--- src/gpt_defines.svh ---
`ifndef GPT_DEFINES_SVH
`define GPT_DEFINES_SVH

// Register byte offsets within one timer instance
`define GPT_OFS_RELOAD 12'h000
`define GPT_OFS_VALUE 12'h004
`define GPT_OFS_CONTROL 12'h008
`define GPT_OFS_CLEAR 12'h00c
`define GPT_OFS_CAPTURE 12'h010
`define GPT_OFS_STATUS 12'h01c
`define GPT_INST_STRIDE 12'h400
`define GPT_INST_BIT 10

// Control register fields
`define GPT_CON_PRE_LSB 0
`define GPT_CON_PRE_MSB 1
`define GPT_CON_UP 2
`define GPT_CON_PERIODIC 3
`define GPT_CON_EN 4
`define GPT_CON_SRC_LSB 5
`define GPT_CON_SRC_MSB 6
`define GPT_CON_RLD 7
`define GPT_CON_EVT_LSB 8
`define GPT_CON_EVT_MSB 11
`define GPT_CON_EVTEN 12
`define GPT_CON_RST 16'h000a
`define GPT_CON_WMASK 16'h1fff

// Clear register and status register bits
`define GPT_CLR_TMO 0
`define GPT_CLR_CAP 1
`define GPT_STA_TMO 0
`define GPT_STA_CAP 1
`define GPT_STA_CON_BUSY 6
`define GPT_STA_CLR_BUSY 7

// Counter limits and prescaler terminal counts (divide minus one)
`define GPT_FULL_SCALE 16'hffff
`define GPT_ZERO_SCALE 16'h0000
`define GPT_LIM_DIV1 15'h0000
`define GPT_LIM_DIV4 15'h0003
`define GPT_LIM_DIV16 15'h000f
`define GPT_LIM_DIV256 15'h00ff
`define GPT_LIM_DIV32768 15'h7fff

`endif

--- src/gpt_pkg.sv ---
package gpt_pkg;

   typedef enum logic [1:0] {
      GPT_SRC_UNDIVIDED,
      GPT_SRC_PERIPH,
      GPT_SRC_LF_OSC,
      GPT_SRC_LF_CRYSTAL
   } gpt_src_t;

   typedef enum logic [1:0] {
      GPT_PRE_DIV1,
      GPT_PRE_DIV16,
      GPT_PRE_DIV256,
      GPT_PRE_DIV32768
   } gpt_pre_t;

endpackage

--- src/gpt_tick_if.sv ---
`timescale 1ns/1ns
`default_nettype none

interface gpt_tick_if;
   import gpt_pkg::*;
   logic src_tick;
   gpt_pre_t pre;
   logic fast;
   logic run;
   logic tick;

   modport ctl (output src_tick, output pre, output fast, output run, input tick);
   modport presc (input src_tick, input pre, input fast, input run, output tick);
endinterface

`default_nettype wire

--- src/gpt_prescaler.sv ---
`timescale 1ns/1ns
`default_nettype none
`include "gpt_defines.svh"

module gpt_prescaler #(
   parameter int CNT_W = 15
) (
   input wire logic clk_i,
   input wire logic rst_i,
   gpt_tick_if.presc tk
);
   import gpt_pkg::*;

   logic [CNT_W-1:0] cnt_q;
   logic [CNT_W-1:0] cnt_d;
   logic [CNT_W-1:0] lim;

   always_comb begin
      unique case (tk.pre)
         GPT_PRE_DIV1: lim = tk.fast ? CNT_W'(`GPT_LIM_DIV4) : CNT_W'(`GPT_LIM_DIV1);
         GPT_PRE_DIV16: lim = CNT_W'(`GPT_LIM_DIV16);
         GPT_PRE_DIV256: lim = CNT_W'(`GPT_LIM_DIV256);
         GPT_PRE_DIV32768: lim = CNT_W'(`GPT_LIM_DIV32768);
      endcase
      cnt_d = cnt_q;
      if (!tk.run) begin
         cnt_d = '0;
      end else if (tk.src_tick) begin
         // Compare with >= so a lowered ratio cannot strand the count
         cnt_d = (cnt_q >= lim) ? '0 : cnt_q + CNT_W'(1);
      end
   end

   assign tk.tick = tk.run && tk.src_tick && (cnt_q >= lim);

   always_ff @(posedge clk_i) begin
      if (rst_i) begin
         cnt_q <= '0;
      end else begin
         cnt_q <= cnt_d;
      end
   end

endmodule

`default_nettype wire

--- src/gpt_timers.sv ---
// Implementation choices: the address map and the Wishbone interface to the registers.
`timescale 1ns/1ns
`default_nettype none
`include "gpt_defines.svh"

module gpt_timers (
   input wire logic clk_i,
   input wire logic rst_i,
   input wire logic wb_cyc_i,
   input wire logic wb_stb_i,
   input wire logic wb_we_i,
   input wire logic [11:0] wb_adr_i,
   input wire logic [3:0] wb_sel_i,
   input wire logic [31:0] wb_dat_i,
   output logic [31:0] wb_dat_o,
   output logic wb_ack_o,
   input wire logic pclk_en_i,
   input wire logic low_freq_internal_osc_en_i,
   input wire logic low_freq_crystal_en_i,
   input wire logic hibernate_i,
   input wire logic [14:0] t0_evt_i,
   input wire logic [14:0] t1_evt_i,
   output logic [1:0] timeout_irq_o
);
   import gpt_pkg::*;

   // Source enable pulses stand in for the slower clocks
   function automatic logic source_tick(input gpt_src_t src, input logic pclk_en,
                                        input logic low_freq_internal_osc_en, input logic low_freq_crystal_en);
      logic t;
      unique case (src)
         GPT_SRC_UNDIVIDED: t = 1'b1;
         GPT_SRC_PERIPH: t = pclk_en;
         GPT_SRC_LF_OSC: t = low_freq_internal_osc_en;
         GPT_SRC_LF_CRYSTAL: t = low_freq_crystal_en;
      endcase
      return t;
   endfunction

   function automatic logic [15:0] merge16(input logic [15:0] old, input logic [15:0] wdat,
                                           input logic [1:0] sel);
      logic [15:0] r;
      r = old;
      if (sel[0]) begin
         r[7:0] = wdat[7:0];
      end
      if (sel[1]) begin
         r[15:8] = wdat[15:8];
      end
      return r;
   endfunction

   logic ack_q;
   logic ack_d;
   logic [31:0] dat_q;
   logic [31:0] dat_d;
   logic bus_wr;
   logic inst_sel;
   logic [11:0] ofs;
   logic [15:0] rd_word [2];
   logic [1:0] tmo_ev;
   logic [15:0] evt_vec [2];

   assign inst_sel = wb_adr_i[`GPT_INST_BIT];
   assign ofs = wb_adr_i & ~`GPT_INST_STRIDE;
   // Writes land only on the edge that also carries ack
   assign bus_wr = wb_cyc_i && wb_stb_i && wb_we_i && ack_q;

   // first timer source map, code 11 and 15 unused
   assign evt_vec[0] = {1'b0, t0_evt_i[14:13], tmo_ev[1], 1'b0, t0_evt_i[10:0]};
   // second timer source map, code 5 and 15 unused
   assign evt_vec[1] = {1'b0, t1_evt_i[14:6], 1'b0, t1_evt_i[4:1], tmo_ev[0]};

   always_comb begin
      ack_d = wb_cyc_i && wb_stb_i && !ack_q;
      dat_d = ack_d ? {16'h0000, rd_word[inst_sel]} : 32'h0000_0000;
   end

   always_ff @(posedge clk_i) begin
      if (rst_i) begin
         ack_q <= 1'b0;
         dat_q <= 32'h0000_0000;
      end else begin
         ack_q <= ack_d;
         dat_q <= dat_d;
      end
   end

   assign wb_ack_o = ack_q;
   assign wb_dat_o = dat_q;

   for (genvar g = 0; g < 2; g++) begin : g_tmr
      logic [15:0] reload_value_q;
      logic [15:0] reload_value_d;
      logic [15:0] timer_control_q;
      logic [15:0] timer_control_d;
      logic [15:0] active_control_q;
      logic [15:0] active_control_d;
      logic [15:0] counter_value_q;
      logic [15:0] counter_value_d;
      logic [15:0] capture_value_q;
      logic [15:0] capture_value_d;
      logic tmo_flag_q;
      logic tmo_flag_d;
      logic cap_pend_q;
      logic cap_pend_d;
      logic con_busy_q;
      logic con_busy_d;
      logic [2:0] clr_pend_q;
      logic [2:0] clr_pend_d;
      logic hit;
      logic shadow_tick;
      logic con_apply;
      logic clr_apply;
      logic run_en;
      logic counting_up;
      logic periodic;
      logic starting;
      logic cap_event;
      logic cap_free;
      logic tmo_pulse;
      logic [15:0] term;
      logic [15:0] wrap_val;
      gpt_src_t act_src;

      gpt_tick_if tk ();

      gpt_prescaler #(
         .CNT_W(15)
      ) u_presc (
         .clk_i(clk_i),
         .rst_i(rst_i),
         .tk(tk.presc)
      );

      // source chosen by the active control bits
      assign act_src = gpt_src_t'(active_control_q[`GPT_CON_SRC_MSB:`GPT_CON_SRC_LSB]);
      assign run_en = active_control_q[`GPT_CON_EN] && !hibernate_i;
      assign tk.src_tick = !hibernate_i
         && source_tick(act_src, pclk_en_i, low_freq_internal_osc_en_i, low_freq_crystal_en_i);
      assign tk.pre = gpt_pre_t'(active_control_q[`GPT_CON_PRE_MSB:`GPT_CON_PRE_LSB]);
      assign tk.fast = (act_src == GPT_SRC_UNDIVIDED) || (act_src == GPT_SRC_PERIPH);
      assign tk.run = run_en;

      assign hit = inst_sel == 1'(g);
      // Crossing modelled as waiting for an edge of the target source
      assign shadow_tick = !hibernate_i && source_tick(
         gpt_src_t'(timer_control_q[`GPT_CON_SRC_MSB:`GPT_CON_SRC_LSB]),
         pclk_en_i, low_freq_internal_osc_en_i, low_freq_crystal_en_i);

      always_comb begin
         reload_value_d = reload_value_q;
         timer_control_d = timer_control_q;
         active_control_d = active_control_q;
         counter_value_d = counter_value_q;
         capture_value_d = capture_value_q;
         tmo_flag_d = tmo_flag_q;
         cap_pend_d = cap_pend_q;
         con_busy_d = con_busy_q;
         clr_pend_d = clr_pend_q;
         tmo_pulse = 1'b0;
         counting_up = active_control_q[`GPT_CON_UP];
         periodic = active_control_q[`GPT_CON_PERIODIC];
         term = counting_up ? `GPT_FULL_SCALE : `GPT_ZERO_SCALE;
         wrap_val = counting_up ? `GPT_ZERO_SCALE : `GPT_FULL_SCALE;

         if (bus_wr && hit && ofs == `GPT_OFS_RELOAD) begin
            reload_value_d = merge16(reload_value_q, wb_dat_i[15:0], wb_sel_i[1:0]);
         end

         // control write busy until taken on the timer side
         con_apply = con_busy_q && shadow_tick;
         if (con_apply) begin
            active_control_d = timer_control_q;
            con_busy_d = 1'b0;
         end
         if (bus_wr && hit && ofs == `GPT_OFS_CONTROL) begin
            timer_control_d = merge16(timer_control_q, wb_dat_i[15:0], wb_sel_i[1:0])
               & `GPT_CON_WMASK;
            con_busy_d = 1'b1;
         end

         // clear write busy until taken on the timer side
         clr_apply = (|clr_pend_q) && shadow_tick;
         if (clr_apply) begin
            clr_pend_d = 3'b000;
         end
         if (bus_wr && hit && ofs == `GPT_OFS_CLEAR) begin
            clr_pend_d[`GPT_CLR_TMO] = clr_pend_d[`GPT_CLR_TMO]
               || (wb_sel_i[0] && wb_dat_i[`GPT_CLR_TMO]);
            clr_pend_d[`GPT_CLR_CAP] = clr_pend_d[`GPT_CLR_CAP]
               || (wb_sel_i[0] && wb_dat_i[`GPT_CLR_CAP]);
            clr_pend_d[2] = 1'b1;
         end

         starting = con_apply && timer_control_q[`GPT_CON_EN]
            && !active_control_q[`GPT_CON_EN];
         if (starting) begin
            // start from zero or full scale, or from the reload value when periodic
            counter_value_d = timer_control_q[`GPT_CON_UP] ? `GPT_ZERO_SCALE
                                                            : `GPT_FULL_SCALE;
            if (timer_control_q[`GPT_CON_PERIODIC]) begin
               counter_value_d = reload_value_q;
            end
         end else if (!active_control_q[`GPT_CON_EN]) begin
            counter_value_d = `GPT_ZERO_SCALE;
         end else if (clr_apply && clr_pend_q[2] && periodic
                      && active_control_q[`GPT_CON_RLD]) begin
            counter_value_d = reload_value_q;
         end else if (tk.tick) begin
            if (counter_value_q == term) begin
               counter_value_d = periodic ? reload_value_q : wrap_val;
            end else begin
               counter_value_d = counting_up ? counter_value_q + 16'h0001
                                             : counter_value_q - 16'h0001;
               tmo_pulse = counter_value_d == term;
            end
         end

         // timeout sticky, set wins over clear
         tmo_flag_d = tmo_pulse
            || (tmo_flag_q && !(clr_apply && clr_pend_q[`GPT_CLR_TMO]));

         cap_event = active_control_q[`GPT_CON_EVTEN]
            && evt_vec[g][active_control_q[`GPT_CON_EVT_MSB:`GPT_CON_EVT_LSB]];
         cap_free = !cap_pend_q || (clr_apply && clr_pend_q[`GPT_CLR_CAP]);
         if (cap_event && cap_free) begin
            capture_value_d = counter_value_q;
            cap_pend_d = 1'b1;
         end else if (clr_apply && clr_pend_q[`GPT_CLR_CAP]) begin
            cap_pend_d = 1'b0;
         end
      end

      always_ff @(posedge clk_i) begin
         if (rst_i) begin
            reload_value_q <= 16'h0000;
            timer_control_q <= `GPT_CON_RST;
            active_control_q <= `GPT_CON_RST;
            counter_value_q <= 16'h0000;
            capture_value_q <= 16'h0000;
            tmo_flag_q <= 1'b0;
            cap_pend_q <= 1'b0;
            con_busy_q <= 1'b0;
            clr_pend_q <= 3'b000;
         end else begin
            reload_value_q <= reload_value_d;
            timer_control_q <= timer_control_d;
            active_control_q <= active_control_d;
            counter_value_q <= counter_value_d;
            capture_value_q <= capture_value_d;
            tmo_flag_q <= tmo_flag_d;
            cap_pend_q <= cap_pend_d;
            con_busy_q <= con_busy_d;
            clr_pend_q <= clr_pend_d;
         end
      end

      always_comb begin
         rd_word[g] = 16'h0000;
         unique case (ofs)
            `GPT_OFS_RELOAD: rd_word[g] = reload_value_q;
            // value held in the bus clock domain
            `GPT_OFS_VALUE: rd_word[g] = counter_value_q;
            `GPT_OFS_CONTROL: rd_word[g] = timer_control_q;
            `GPT_OFS_CAPTURE: rd_word[g] = capture_value_q;
            `GPT_OFS_STATUS: begin
               rd_word[g][`GPT_STA_TMO] = tmo_flag_q;
               rd_word[g][`GPT_STA_CAP] = cap_pend_q;
               rd_word[g][`GPT_STA_CON_BUSY] = con_busy_q;
               rd_word[g][`GPT_STA_CLR_BUSY] = |clr_pend_q;
            end
            // Clear register and holes read zero
            default: rd_word[g] = 16'h0000;
         endcase
      end

      assign tmo_ev[g] = tmo_pulse;
      assign timeout_irq_o[g] = tmo_flag_q;
   end

endmodule

`default_nettype wire

--- config.mk ---
export PLATFORM = sky130hd
export DESIGN_NAME = gpt_timers
export DESIGN_NICKNAME = d
export VERILOG_FILES = /design/src/gpt_pkg.sv /design/src/gpt_tick_if.sv /design/src/gpt_prescaler.sv /design/src/gpt_timers.sv
export VERILOG_INCLUDE_DIRS = /design/src
export SDC_FILE = /design/constraint.sdc
export NUM_CORES = 1
export LEC_CHECK = 0
export BUFFER_PORTS_ARGS = -buffer_cell sky130_fd_sc_hd__buf_2
export CAP_MARGIN = 15
export CELL_PAD_IN_SITES_DETAIL_PLACEMENT = 1
export CELL_PAD_IN_SITES_GLOBAL_PLACEMENT = 1
export CORE_UTILIZATION = 45
export CTS_CLUSTER_SIZE = 8
export DETAILED_ROUTE_END_ITERATION = 8
export PLACE_DENSITY = 0.81
export SYNTH_ARGS = -nofsm -noshare
export SYNTH_HDL_FRONTEND = slang
export SYNTH_SLANG_ARGS = --single-unit
--- constraint.sdc ---
create_clock -name clk_i -period 5.2 [get_ports clk_i]
set_clock_uncertainty 0.1 [all_clocks]
set_input_delay 0.52 -clock clk_i [delete_from_list [all_inputs] [get_ports clk_i]]
set_output_delay 0.52 -clock clk_i [all_outputs]
set_load 0.005 [all_outputs]
==> metrics.cfg, run 1 <==
[worst_setup_path]
crit_buf_inv=3
worstSetupEndpointType=register
cp_max_fo=17
cp_slowest_cell=a32oi_1
cp.arrival_ns=5.28
path_cells=clkinvlp_4 > buf_12 > ha_1 > a211oi_2 > o311a_1 > o21ai_0 > o41ai_1 > xnor2_1 > nor3_1 > a32oi_1 > o22ai_2 > buf_12 > o21ba_1
cp-start-kind=register
worstSetupPathType=reg2reg
cp_top_family=compound AO/OA/AOI/OAI gates
max_stage_delay_ns=0.73
crit_top_cell=buf_12
required_ns=5.54

[yosys]
syn_inst=1573
muxShareOfSynthArea_pct=6.62
synth-compound-area-share_pct=23.4
synthTopCellsByArea=dfxtp_1 33%, mux2i_1 6.0%, ha_1 5.9%
yosys.area.top_type=dfxtp_1
synth_fa_ha_area_share_pct=6.31
synth_top_family_by_area=compound AO/OA/AOI/OAI gates
netlist.area_leader.share_pct=32.7
yosys.area_share.simple_pct=22.7
synth_edf_count=0
synth_xor_xnor_area_share_pct=3.18
synthFlopType=dfxtp_1
yosys.cell_types.count=81
async_flop_share_pct=0
synth.avg_cell_area_um2=8.06
ys_warn_count=0
synth_seq_cells=207
syn-cell-area_mm2=0.0127
synth_seq_area_share_pct=32.7

[placed_design]
portBuffers=83
hpwlAfterDp_um=29200
gp_congestion=0.862
place_ws_ns=0.330

[pwr]
pwr-share-comb_pct=3.3
power.share.clock_pct=49.5
ir_drop_mv=0.182
power_switching_w=0.000766
switching_share_pct=22.8
power.density_mw_per_mm2=238
power.internal_w=0.00260
leakage_nw=5.47
total_power_w=0.00336
seq_power_share_pct=47.2

[route]
postRouteWirelength_um=41500
route.antenna.remaining_nets=0
vias_per_cell=6.19
drt_iter0_drc=1049
vias=12300
firstDrtPassIters=8
drc_errors=0
wl_per_cell_um=20.8

[layout]
fillers=3435
drive_gt1_share_pct=11.0
areaGrowthSynthToFinish_pct=11.2
utilization_pct=50.8
n_antenna_cell=0
nets=1763

[cts]
ctsLongestPathBuffers=3
cts_tree=built
clk_latency_ns=0.55
htreeDepth=1
clk_pin_slew_ns=0.06
cts-buffers-inserted=29
cts_sinks=207
cts-root-buf=clkbuf_16

[floorplanning]
io_pins=122
die_area_mm2=0.0289
placementRows=61
die_x_um=170
fp.dieH_um=170
floorplan.initialDensity_pct=45.7
design.core.area_mm2=0.0278

[timing]
fin_crit_ns=4.93
worst_pin_slew_ns=1.06
timing.final.hold_violations=0
clock.fmax_mhz=203
rsz0062_at_grt=no
slew_headroom_pct=28.7
final_max_slew_viol_count=0
setup_viol=0
setup_slack_ns=0.268
fin_crit_sh_pct=94.9
timing.setup.tns_ns=0

[grt]
antenna_found_initial=0
grt_overflow=0
first_global_vias=12300
grt_pass1_wl_um=65500
grt_usage_pct=28.3
grt_max_degree=100

[status]
status=finished clean

[min_path]
hp-class=in2reg

[run]
maxCapViolCount=0

==> metrics by stage <==
step / area (um^2) / hold slack [ns] / cells
2_1_floorplan: 12700 / 0.332 / 1588
3_3_place_gp: 13300 / 0.341 / 1952
3_5_place_dp: 13300 / 0.346 / 1952
4_1_cts: 14000 / 0.154 / 1983
5_1_grt: 14100 / 0.170 / 1992
6_report: 14100 / 0.167 / 1992
==> tightest hold or removal path: stages <==
cell and delay [ns]:
buf_2 0.11, mux2i_1 0.07, nor2_1 0.07
==> routing by layer <==
metal	part of all wire, %	wire length, um	track usage (%)
met1	44	18400	37.5
met2	48	19800	48.1
met5	0	0	0
met4	2.2	926	7.64
met3	5.6	2320	3.70
==> cell type report <==
class,instances,area [um^2],share of cell area (%)
Clock inverter,1,8.76,0.0621
Timing Repair Buffer,110,666,4.72
Multi-Input combinational cell,1241,7990,56.6
Tap cell,378,473,3.35
Clock buffer,30,729,5.17
Sequential cell,207,4140,29.4
Inverter,25,101,0.718
==> power groups by stage <==
stage | clock [W] | combinational, W | sequential [W]
CTS | 0.00169 | 0.000110 | 0.00159
global placement | 0 | 0.000108 | 0.00162
floorplan | 0 | 0.0000647 | 0.00162
finish | 0.00166 | 0.000112 | 0.00159
detailed placement | 0 | 0.000110 | 0.00162
global route | 0.00175 | 0.000119 | 0.00159
==> registers in the layout, indices dropped and copies added (netlist names) <==
name                    flops
g_tmr.reload_value_q       32
g_tmr.counter_value_q      32
g_tmr.clr_pend_q            6
g_tmr.cap_pend_q            2
g_tmr.u_presc.cnt_q        30
g_tmr.timer_control_q      26
g_tmr.capture_value_q      32
g_tmr.con_busy_q            2
wb_dat_o                   16
g_tmr.active_control_q     26
g_tmr.tmo_flag_q            2
wb_ack_o                    1
==> final timing paths <==
kind / from / cells after the start / slack, ns / endpoint
max reg2reg: g_tmr[0].active_control_q[2] / 13 / 0.27 / g_tmr[1].cap_pend_q
min: wb_dat_i[13] / 3 / 0.17 / g_tmr[0].reload_value_q[13]
max: g_tmr[0].active_control_q[2] / 13 / 0.27 / g_tmr[1].cap_pend_q
min reg2reg: g_tmr[1].active_control_q[7] / 2 / 0.35 / g_tmr[1].active_control_q[7]
==> what timing repair did <==
action	in CTS	in global routing
hold buffers	0	0
buffers inserted	0	8
endpoints found under the hold margin	0	0
gates resized for setup	0	2
setup endpoints to repair	0	15
==> synthesized netlist by cell type (22+ instances only) <==
| master | count |
|---|---|
| nand3_1 | 68 |
| a211oi_1 | 30 |
| nor2_1 | 180 |
| clkbuf_1 | 81 |
| a222oi_1 | 26 |
| a21o_1 | 22 |
| a21oi_1 | 147 |
| xor2_1 | 28 |
| nor3_1 | 25 |
| nand2_1 | 155 |
| dfxtp_1 | 207 |
| inv_1 | 25 |
| mux2i_1 | 76 |
| nand2b_1 | 70 |
| buf_4 | 25 |
| o21ai_0 | 57 |
| ha_1 | 60 |
==> kinds of logic after synthesis <==
logic type | after synthesis
compound gates | 435
xor+xnor | 46
fa+ha+maj | 63
buf+inv | 140
flops | 207
mux | 80
other cells | 1
simple gates | 601
==> cell usage in the layout, fill, tap and decap left out, types with 26 or more instances in the layout <==
master and count:
ha_1 60, nand2b_1 70, xor2_1 28, a211oi_1 30
nand3_1 68, buf_2 82, dfxtp_1 207, nor2_1 180
mux2i_1 76, a222oi_1 26, o21ai_0 57, nand2_1 155
clkbuf_16 29, a21oi_1 147
Power figures use the tool's default switching activity.
==> run 2: changes to the inputs <==
--- a/config.mk
+++ b/config.mk
@@ -6,7 +6,7 @@
 export SDC_FILE = /design/constraint.sdc
 export NUM_CORES = 1
 export LEC_CHECK = 0
-export BUFFER_PORTS_ARGS = -buffer_cell sky130_fd_sc_hd__buf_2
+export BUFFER_PORTS_ARGS = -buffer_cell sky130_fd_sc_hd__buf_4
 export CAP_MARGIN = 15
 export CELL_PAD_IN_SITES_DETAIL_PLACEMENT = 1
 export CELL_PAD_IN_SITES_GLOBAL_PLACEMENT = 1
==> metrics.cfg, run 2 (same netlist as run 1, synthesis figures left out) <==
[cts]
cts_tree=built
post_cts_buffers=0  ; unchanged
cts_resized=0  ; unchanged
hold_buffers=0  ; unchanged
ctsLongestPathBuffers=3  ; unchanged
cts-buffers-inserted=29  ; unchanged
htreeDepth=1  ; unchanged
cts_sinks=207  ; unchanged
cts-root-buf=clkbuf_16
clk_pin_slew_ns=0.05  ; about the same
clk_latency_ns=0.56  ; about the same

[timing]
final_max_slew_viol_count=0  ; unchanged
timing.final.hold_violations=0  ; unchanged
slew_headroom_pct=24.4  ; -4.3 points
rsz0062_at_grt=no
worst_pin_slew_ns=1.13  ; +0.0706 ns
timing.setup.tns_ns=0  ; unchanged
fin_crit_sh_pct=91.9  ; -2.9 points
hold_slack_ns=0.154  ; -0.0132 ns
setup_viol=0  ; unchanged
fin_crit_ns=4.78  ; -0.153 ns
clock.fmax_mhz=209  ; +3.2%

[floorplanning]
die_x_um=170  ; unchanged
placementRows=61  ; unchanged
fp.dieH_um=170  ; unchanged
io_pins=122  ; unchanged
floorplan.initialDensity_pct=45.7  ; unchanged
die_area_mm2=0.0289  ; unchanged
design.core.area_mm2=0.0278  ; unchanged

[layout]
mostFrequentLayoutCells=207 x dfxtp_1, 180 x nor2_1, 155 x nand2_1, 147 x a21oi_1, 100 x buf_4
final_common_cell=dfxtp_1
areaGrowthSynthToFinish_pct=12.2
drive_gt1_share_pct=10.5  ; -0.57 points
multi_input_area_mm2=0.00799  ; unchanged
n_antenna_cell=0  ; unchanged
fillers=3409  ; -0.76%
seqCellArea_mm2=0.00414  ; unchanged
nets=1755  ; -0.45%
top_regs=g_tmr.capture_value_q (32), g_tmr.counter_value_q (32), g_tmr.reload_value_q (32)

[worst_setup_path]
worstSetupPathType=reg2reg
cp.arrival_ns=5.14  ; -0.14 ns
worstRegToRegCells=12  ; -1
max_stage_delay_ns=0.58  ; -0.15 ns
reg2reg_slack_ns=0.42  ; +0.15 ns
path_cells=inv_1 > ha_1 > a211oi_1 > a21oi_1 > a2111oi_2 > o311ai_0 > nand3b_1 > or4_1 > a2111o_1 > a21oi_4 > buf_12 > mux2i_1
r2r_end=g_tmr[0].capture_value_q[10]
crit_start=g_tmr[1].active_control_q[2]
r2r_start=g_tmr[1].active_control_q[2]
crit_end=g_tmr[0].capture_value_q[10]
cp-start-kind=register
worstSetupEndpointType=register
required_ns=5.56  ; +0.02 ns
cp_slowest_cell=ha_1
cp_max_fo=18  ; +1

[run]
maxCapViolCount=0  ; unchanged

[pwr]
power.internal_w=0.00261  ; +0.49%
power.density_mw_per_mm2=237  ; -0.78%
leakage_nw=5.47  ; +0.15%
power.share.clock_pct=49.1  ; -0.4 points
seq_power_share_pct=47.2  ; about the same
power_switching_w=0.000755  ; -1.4%
switching_share_pct=22.4  ; -0.34 points
ir_drop_mv=0.209  ; +15%
pwr-share-comb_pct=3.7  ; +0.4 points

[placed_design]
gp_congestion=0.845  ; -2.0%
hpwlAfterDp_um=29500  ; +1.2%
portBuffers=83  ; unchanged

[route]
wl_met3_um=2460  ; +6.0%
wl_per_cell_um=20.8  ; about the same
route.antenna.remaining_nets=0  ; unchanged
vias_per_cell=6.21  ; +0.20%
wl_met2_um=19300  ; -2.8%
firstDrtPassIters=6  ; -2
drt_iter0_drc=958  ; -8.7%
top_layer=met4
drc_errors=0  ; unchanged
vias=12300  ; -0.20%
m1WireLength_um=18300  ; -0.15%
postRouteWirelength_um=41300  ; -0.37%

[min_path]
hp-class=in2reg

[status]
status=finished clean

[grt]
antenna_found_initial=0  ; unchanged
grt_max_degree=126  ; +26%
first_global_vias=12100  ; -1.4%
grt_overflow=0  ; unchanged
grt_pass1_wl_um=65100  ; -0.57%
grt_usage_pct=28.2  ; -0.048 points

==> run 2: cell types whose count changed in the layout (fill, tap and decap cells not counted), sizes merged <==
cell,change
clkinvlp,-2
buf,-8
inv,+2
==> run 2: final cells by class <==
type,count,share of cell area [%]
Clock buffer,30,5.13
Clock inverter,1,0.0616
Inverter,25,0.660
Multi-Input combinational cell,1241,56.1
Sequential cell,207,29.1
Tap cell,378,3.32
Timing Repair Buffer,102,5.56
==> run 2: layer usage <==
layer	up-vias	GRT usage (%)
met4	0	9.32
met1	6075	37.6
li1	5764	-
met3	84	3.95
met5	-	0
met2	391	46.8
==> run 2: per-stage QoR <==
stage	util [%]	setup WS [ns]	cell area, um^2	total power, W	instances
after floorplan	-	1.04	12700	0.00169	1588
after global placement	48.6	0.577	13500	0.00174	1953
after detailed placement	48.6	0.454	13500	0.00174	1953
after CTS	51.2	0.424	14200	0.00339	1984
after global routing	51.2	0.0339	14200	0.00345	1984
final	51.2	0.420	14200	0.00337	1984
==> run 2: critical path: cells and delay by family, from the launching register on <==
| family | cells | cell delay (ns) |
|---|---|---|
| compound gates | 6 | 1.95 |
| fa+ha+maj | 1 | 0.58 |
| buf+inv | 2 | 0.60 |
| flops | 1 | 0.50 |
| mux | 1 | 0.20 |
| simple gates | 2 | 0.76 |
==> run 2: worst min-delay path by stage <==
stage / start / endpoint / slack (ns) / cells past startpoint
floorplan: g_tmr[1].active_control_q[7] / g_tmr[1].active_control_q[7] / 0.33 / 2
global placement: g_tmr[1].active_control_q[7] / g_tmr[1].active_control_q[7] / 0.34 / 2
detailed placement: g_tmr[1].active_control_q[7] / g_tmr[1].active_control_q[7] / 0.35 / 2
CTS: wb_dat_i[3] / g_tmr[1].reload_value_q[3] / 0.14 / 3
global route: wb_dat_i[3] / g_tmr[1].reload_value_q[3] / 0.15 / 3
finish: wb_dat_i[3] / g_tmr[1].reload_value_q[3] / 0.15 / 3
==> run 2: power groups by stage <==
| stage | Sequential [W] | Combinational [W] | Clock, W |
|---|---|---|---|
| floorplan | 0.00162 | 0.0000647 | 0 |
| detailed placement | 0.00162 | 0.000123 | 0 |
| finish | 0.00159 | 0.000125 | 0.00165 |
| CTS | 0.00159 | 0.000124 | 0.00168 |
| global route | 0.00159 | 0.000132 | 0.00173 |
| global placement | 0.00162 | 0.000121 | 0 |
==> run 3: changes to the inputs <==
--- a/config.mk
+++ b/config.mk
@@ -13,7 +13,8 @@
 export CORE_UTILIZATION = 45
 export CTS_CLUSTER_SIZE = 8
 export DETAILED_ROUTE_END_ITERATION = 8
-export PLACE_DENSITY = 0.81
+export GPL_TIMING_DRIVEN = 0
+export PLACE_DENSITY_LB_ADDON = 0.1
 export SYNTH_ARGS = -nofsm -noshare
 export SYNTH_HDL_FRONTEND = slang
 export SYNTH_SLANG_ARGS = --single-unit
==> metrics.cfg, run 3 (same netlist as run 1, synthesis figures left out) <==
[status]
status=finished clean

[pwr]
leakage_nw=5.67  ; +3.6%
total_power_w=0.00349  ; +3.5%
power.density_mw_per_mm2=237  ; +0.18%
ir_drop_mv=0.235  ; +12%

[grt]
grt_overflow=0  ; unchanged
grt_max_degree=16  ; -87%
grt_usage_pct=31.6  ; +3.4 points
first_global_vias=12800  ; +5.0%
grt_pass1_wl_um=71200  ; +9.3%
antenna_found_initial=0  ; unchanged

[timing]
slew_headroom_pct=23.7  ; -0.74 points
worst_pin_slew_ns=1.14  ; +0.00547 ns
fin_crit_sh_pct=95.5  ; +3.6 points
final_max_slew_viol_count=0  ; unchanged
hold_slack_ns=0.140  ; -0.0139 ns
clock.fmax_mhz=201  ; -3.7%
fin_crit_ns=4.96  ; +0.185 ns
setup_viol=0  ; unchanged
timing.final.hold_violations=0  ; unchanged
rsz0062_at_grt=no

[cts]
cts-buffers-inserted=30  ; +3.4%
htreeDepth=1  ; unchanged
cts_sinks=207  ; unchanged
cts-root-buf=clkbuf_16
cts_tree=built
clk_latency_ns=0.55  ; about the same
hold_buffers=0  ; unchanged
clk_pin_slew_ns=0.05  ; about the same
ctsLongestPathBuffers=3  ; unchanged

[route]
route.antenna.remaining_nets=0  ; unchanged
drt_iter0_drc=1066  ; +11%
vias=12900  ; +4.4%
wl_per_cell_um=22.3  ; +6.9%
vias_per_cell=6.17  ; -0.63%
postRouteWirelength_um=46400  ; +12%
firstDrtPassIters=6  ; unchanged
drc_errors=0  ; unchanged

[worst_setup_path]
required_ns=5.56  ; about the same
cp-start-kind=register
crit_top_cell=buf_4
crit_buf_inv=3  ; +1
worstSetupPathType=reg2reg
path_cells=clkinvlp_4 > fa_1 > a21o_1 > a221oi_2 > xnor2_1 > or4_1 > a2111oi_4 > and4_1 > a32oi_1 > o22ai_1 > buf_4 > buf_4 > mux2i_1
cp_max_fo=10  ; -8
max_stage_delay_ns=0.61  ; +0.03 ns
cp_slowest_cell=or4_1
reg2reg_slack_ns=0.24  ; -0.19 ns
cp_top_family=compound AO/OA/AOI/OAI gates
worstSetupEndpointType=register
cp.arrival_ns=5.33  ; +0.19 ns

[placed_design]
placed_area_mm2=0.0138  ; +2.5%
gp_congestion=0.886  ; +4.8%
hpwlAfterDp_um=35100  ; +19%
dp.cells=2046  ; +4.8%
portBuffers=79  ; -4.8%

[layout]
nets=1852  ; +5.5%
top_regs=g_tmr.capture_value_q (32), g_tmr.counter_value_q (32), g_tmr.reload_value_q (32)
n_antenna_cell=0  ; unchanged
final_common_cell=dfxtp_1
drive_gt1_share_pct=10.8  ; +0.38 points
areaGrowthSynthToFinish_pct=15.9
final_cells=2084  ; +5.0%
mostFrequentLayoutCells=206 x dfxtp_1, 180 x nor2_1, 155 x nand2_1, 147 x a21oi_1, 109 x buf_4
final_cell_area_mm2=0.0147  ; +3.4%

[floorplanning]
floorplan.initialDensity_pct=45.7  ; unchanged
placementRows=61  ; unchanged
design.core.area_mm2=0.0278  ; unchanged
io_pins=122  ; unchanged
fp.dieH_um=170  ; unchanged
die_area_mm2=0.0289  ; unchanged
die_x_um=170  ; unchanged

[min_path]
hp-class=in2reg

[run]
maxCapViolCount=0  ; unchanged

run 3: cell types whose count changed in the layout (fill, tap and decap cells not counted), moves of 2 or more:
cell        previous run  this run
clkbuf_16             29        31
clkinvlp_4             0         2
nor3_1                23        25
inv_1                 25        23
nor3_2                 2         0
buf_1                  0         4
buf_2                  0         3
clkbuf_1               1        80
clkinv_2               0         2
buf_4                100       109
run 3: power breakdown:
group	switching, W	internal, W
clock	0.000696	0.00105
sequential	0.000000198	0.00159
combinational	0.0000894	0.0000603
total	0.000785	0.00270
run 3: final timing paths:
check                            endpoint  depth (start not counted)                    startpoint
max          g_tmr[1].capture_value_q[14]                         13  g_tmr[0].active_control_q[2]
min           g_tmr[0].reload_value_q[14]                          3                  wb_dat_i[14]
max reg2reg  g_tmr[1].capture_value_q[14]                         13  g_tmr[0].active_control_q[2]
min reg2reg  g_tmr[1].active_control_q[7]                          2  g_tmr[1].active_control_q[7]
run 3: metrics by stage:
step | setup WS, ns | util, % | TNS, ns
detailed placement | -0.734 | 49.8 | -9.95
floorplan | 1.04 | - | 0
finish | 0.235 | 52.9 | 0
global placement | -0.623 | 49.7 | -8.57
global route | 0.00775 | 52.9 | 0
CTS | 0.0879 | 52.9 | 0
run 3: worst min-delay path, stage by stage:
cell	delay (ns)
buf_4	0.09
mux2i_1	0.06
nor2_1	0.07
run 3: repair_timing:
action | in CTS | in global routing
buffers inserted | 4 | 1
endpoints found under the setup margin | 26 | 20
pin swaps | 0 | 1
resized for setup | 6 | 1
run 3: final cells by class:
type	count	area (um^2)
flip-flops and latches	207	4150
clock buffers	33	793
plain buffers	113	546
well taps	378	473
multi-input cells	1241	7990
inverters	25	101
repair buffers	85	651
fillers	3454	13100
clock inverters	2	10.0
run 3: metal layers:
layer	part of all wire [%]	global-route usage [%]	up-vias
met3	7.1	4.84	97
li1	-	-	5961
met2	44	49.7	458
met4	3.3	11.0	0
met5	0	0	-
met1	46	43.8	6337
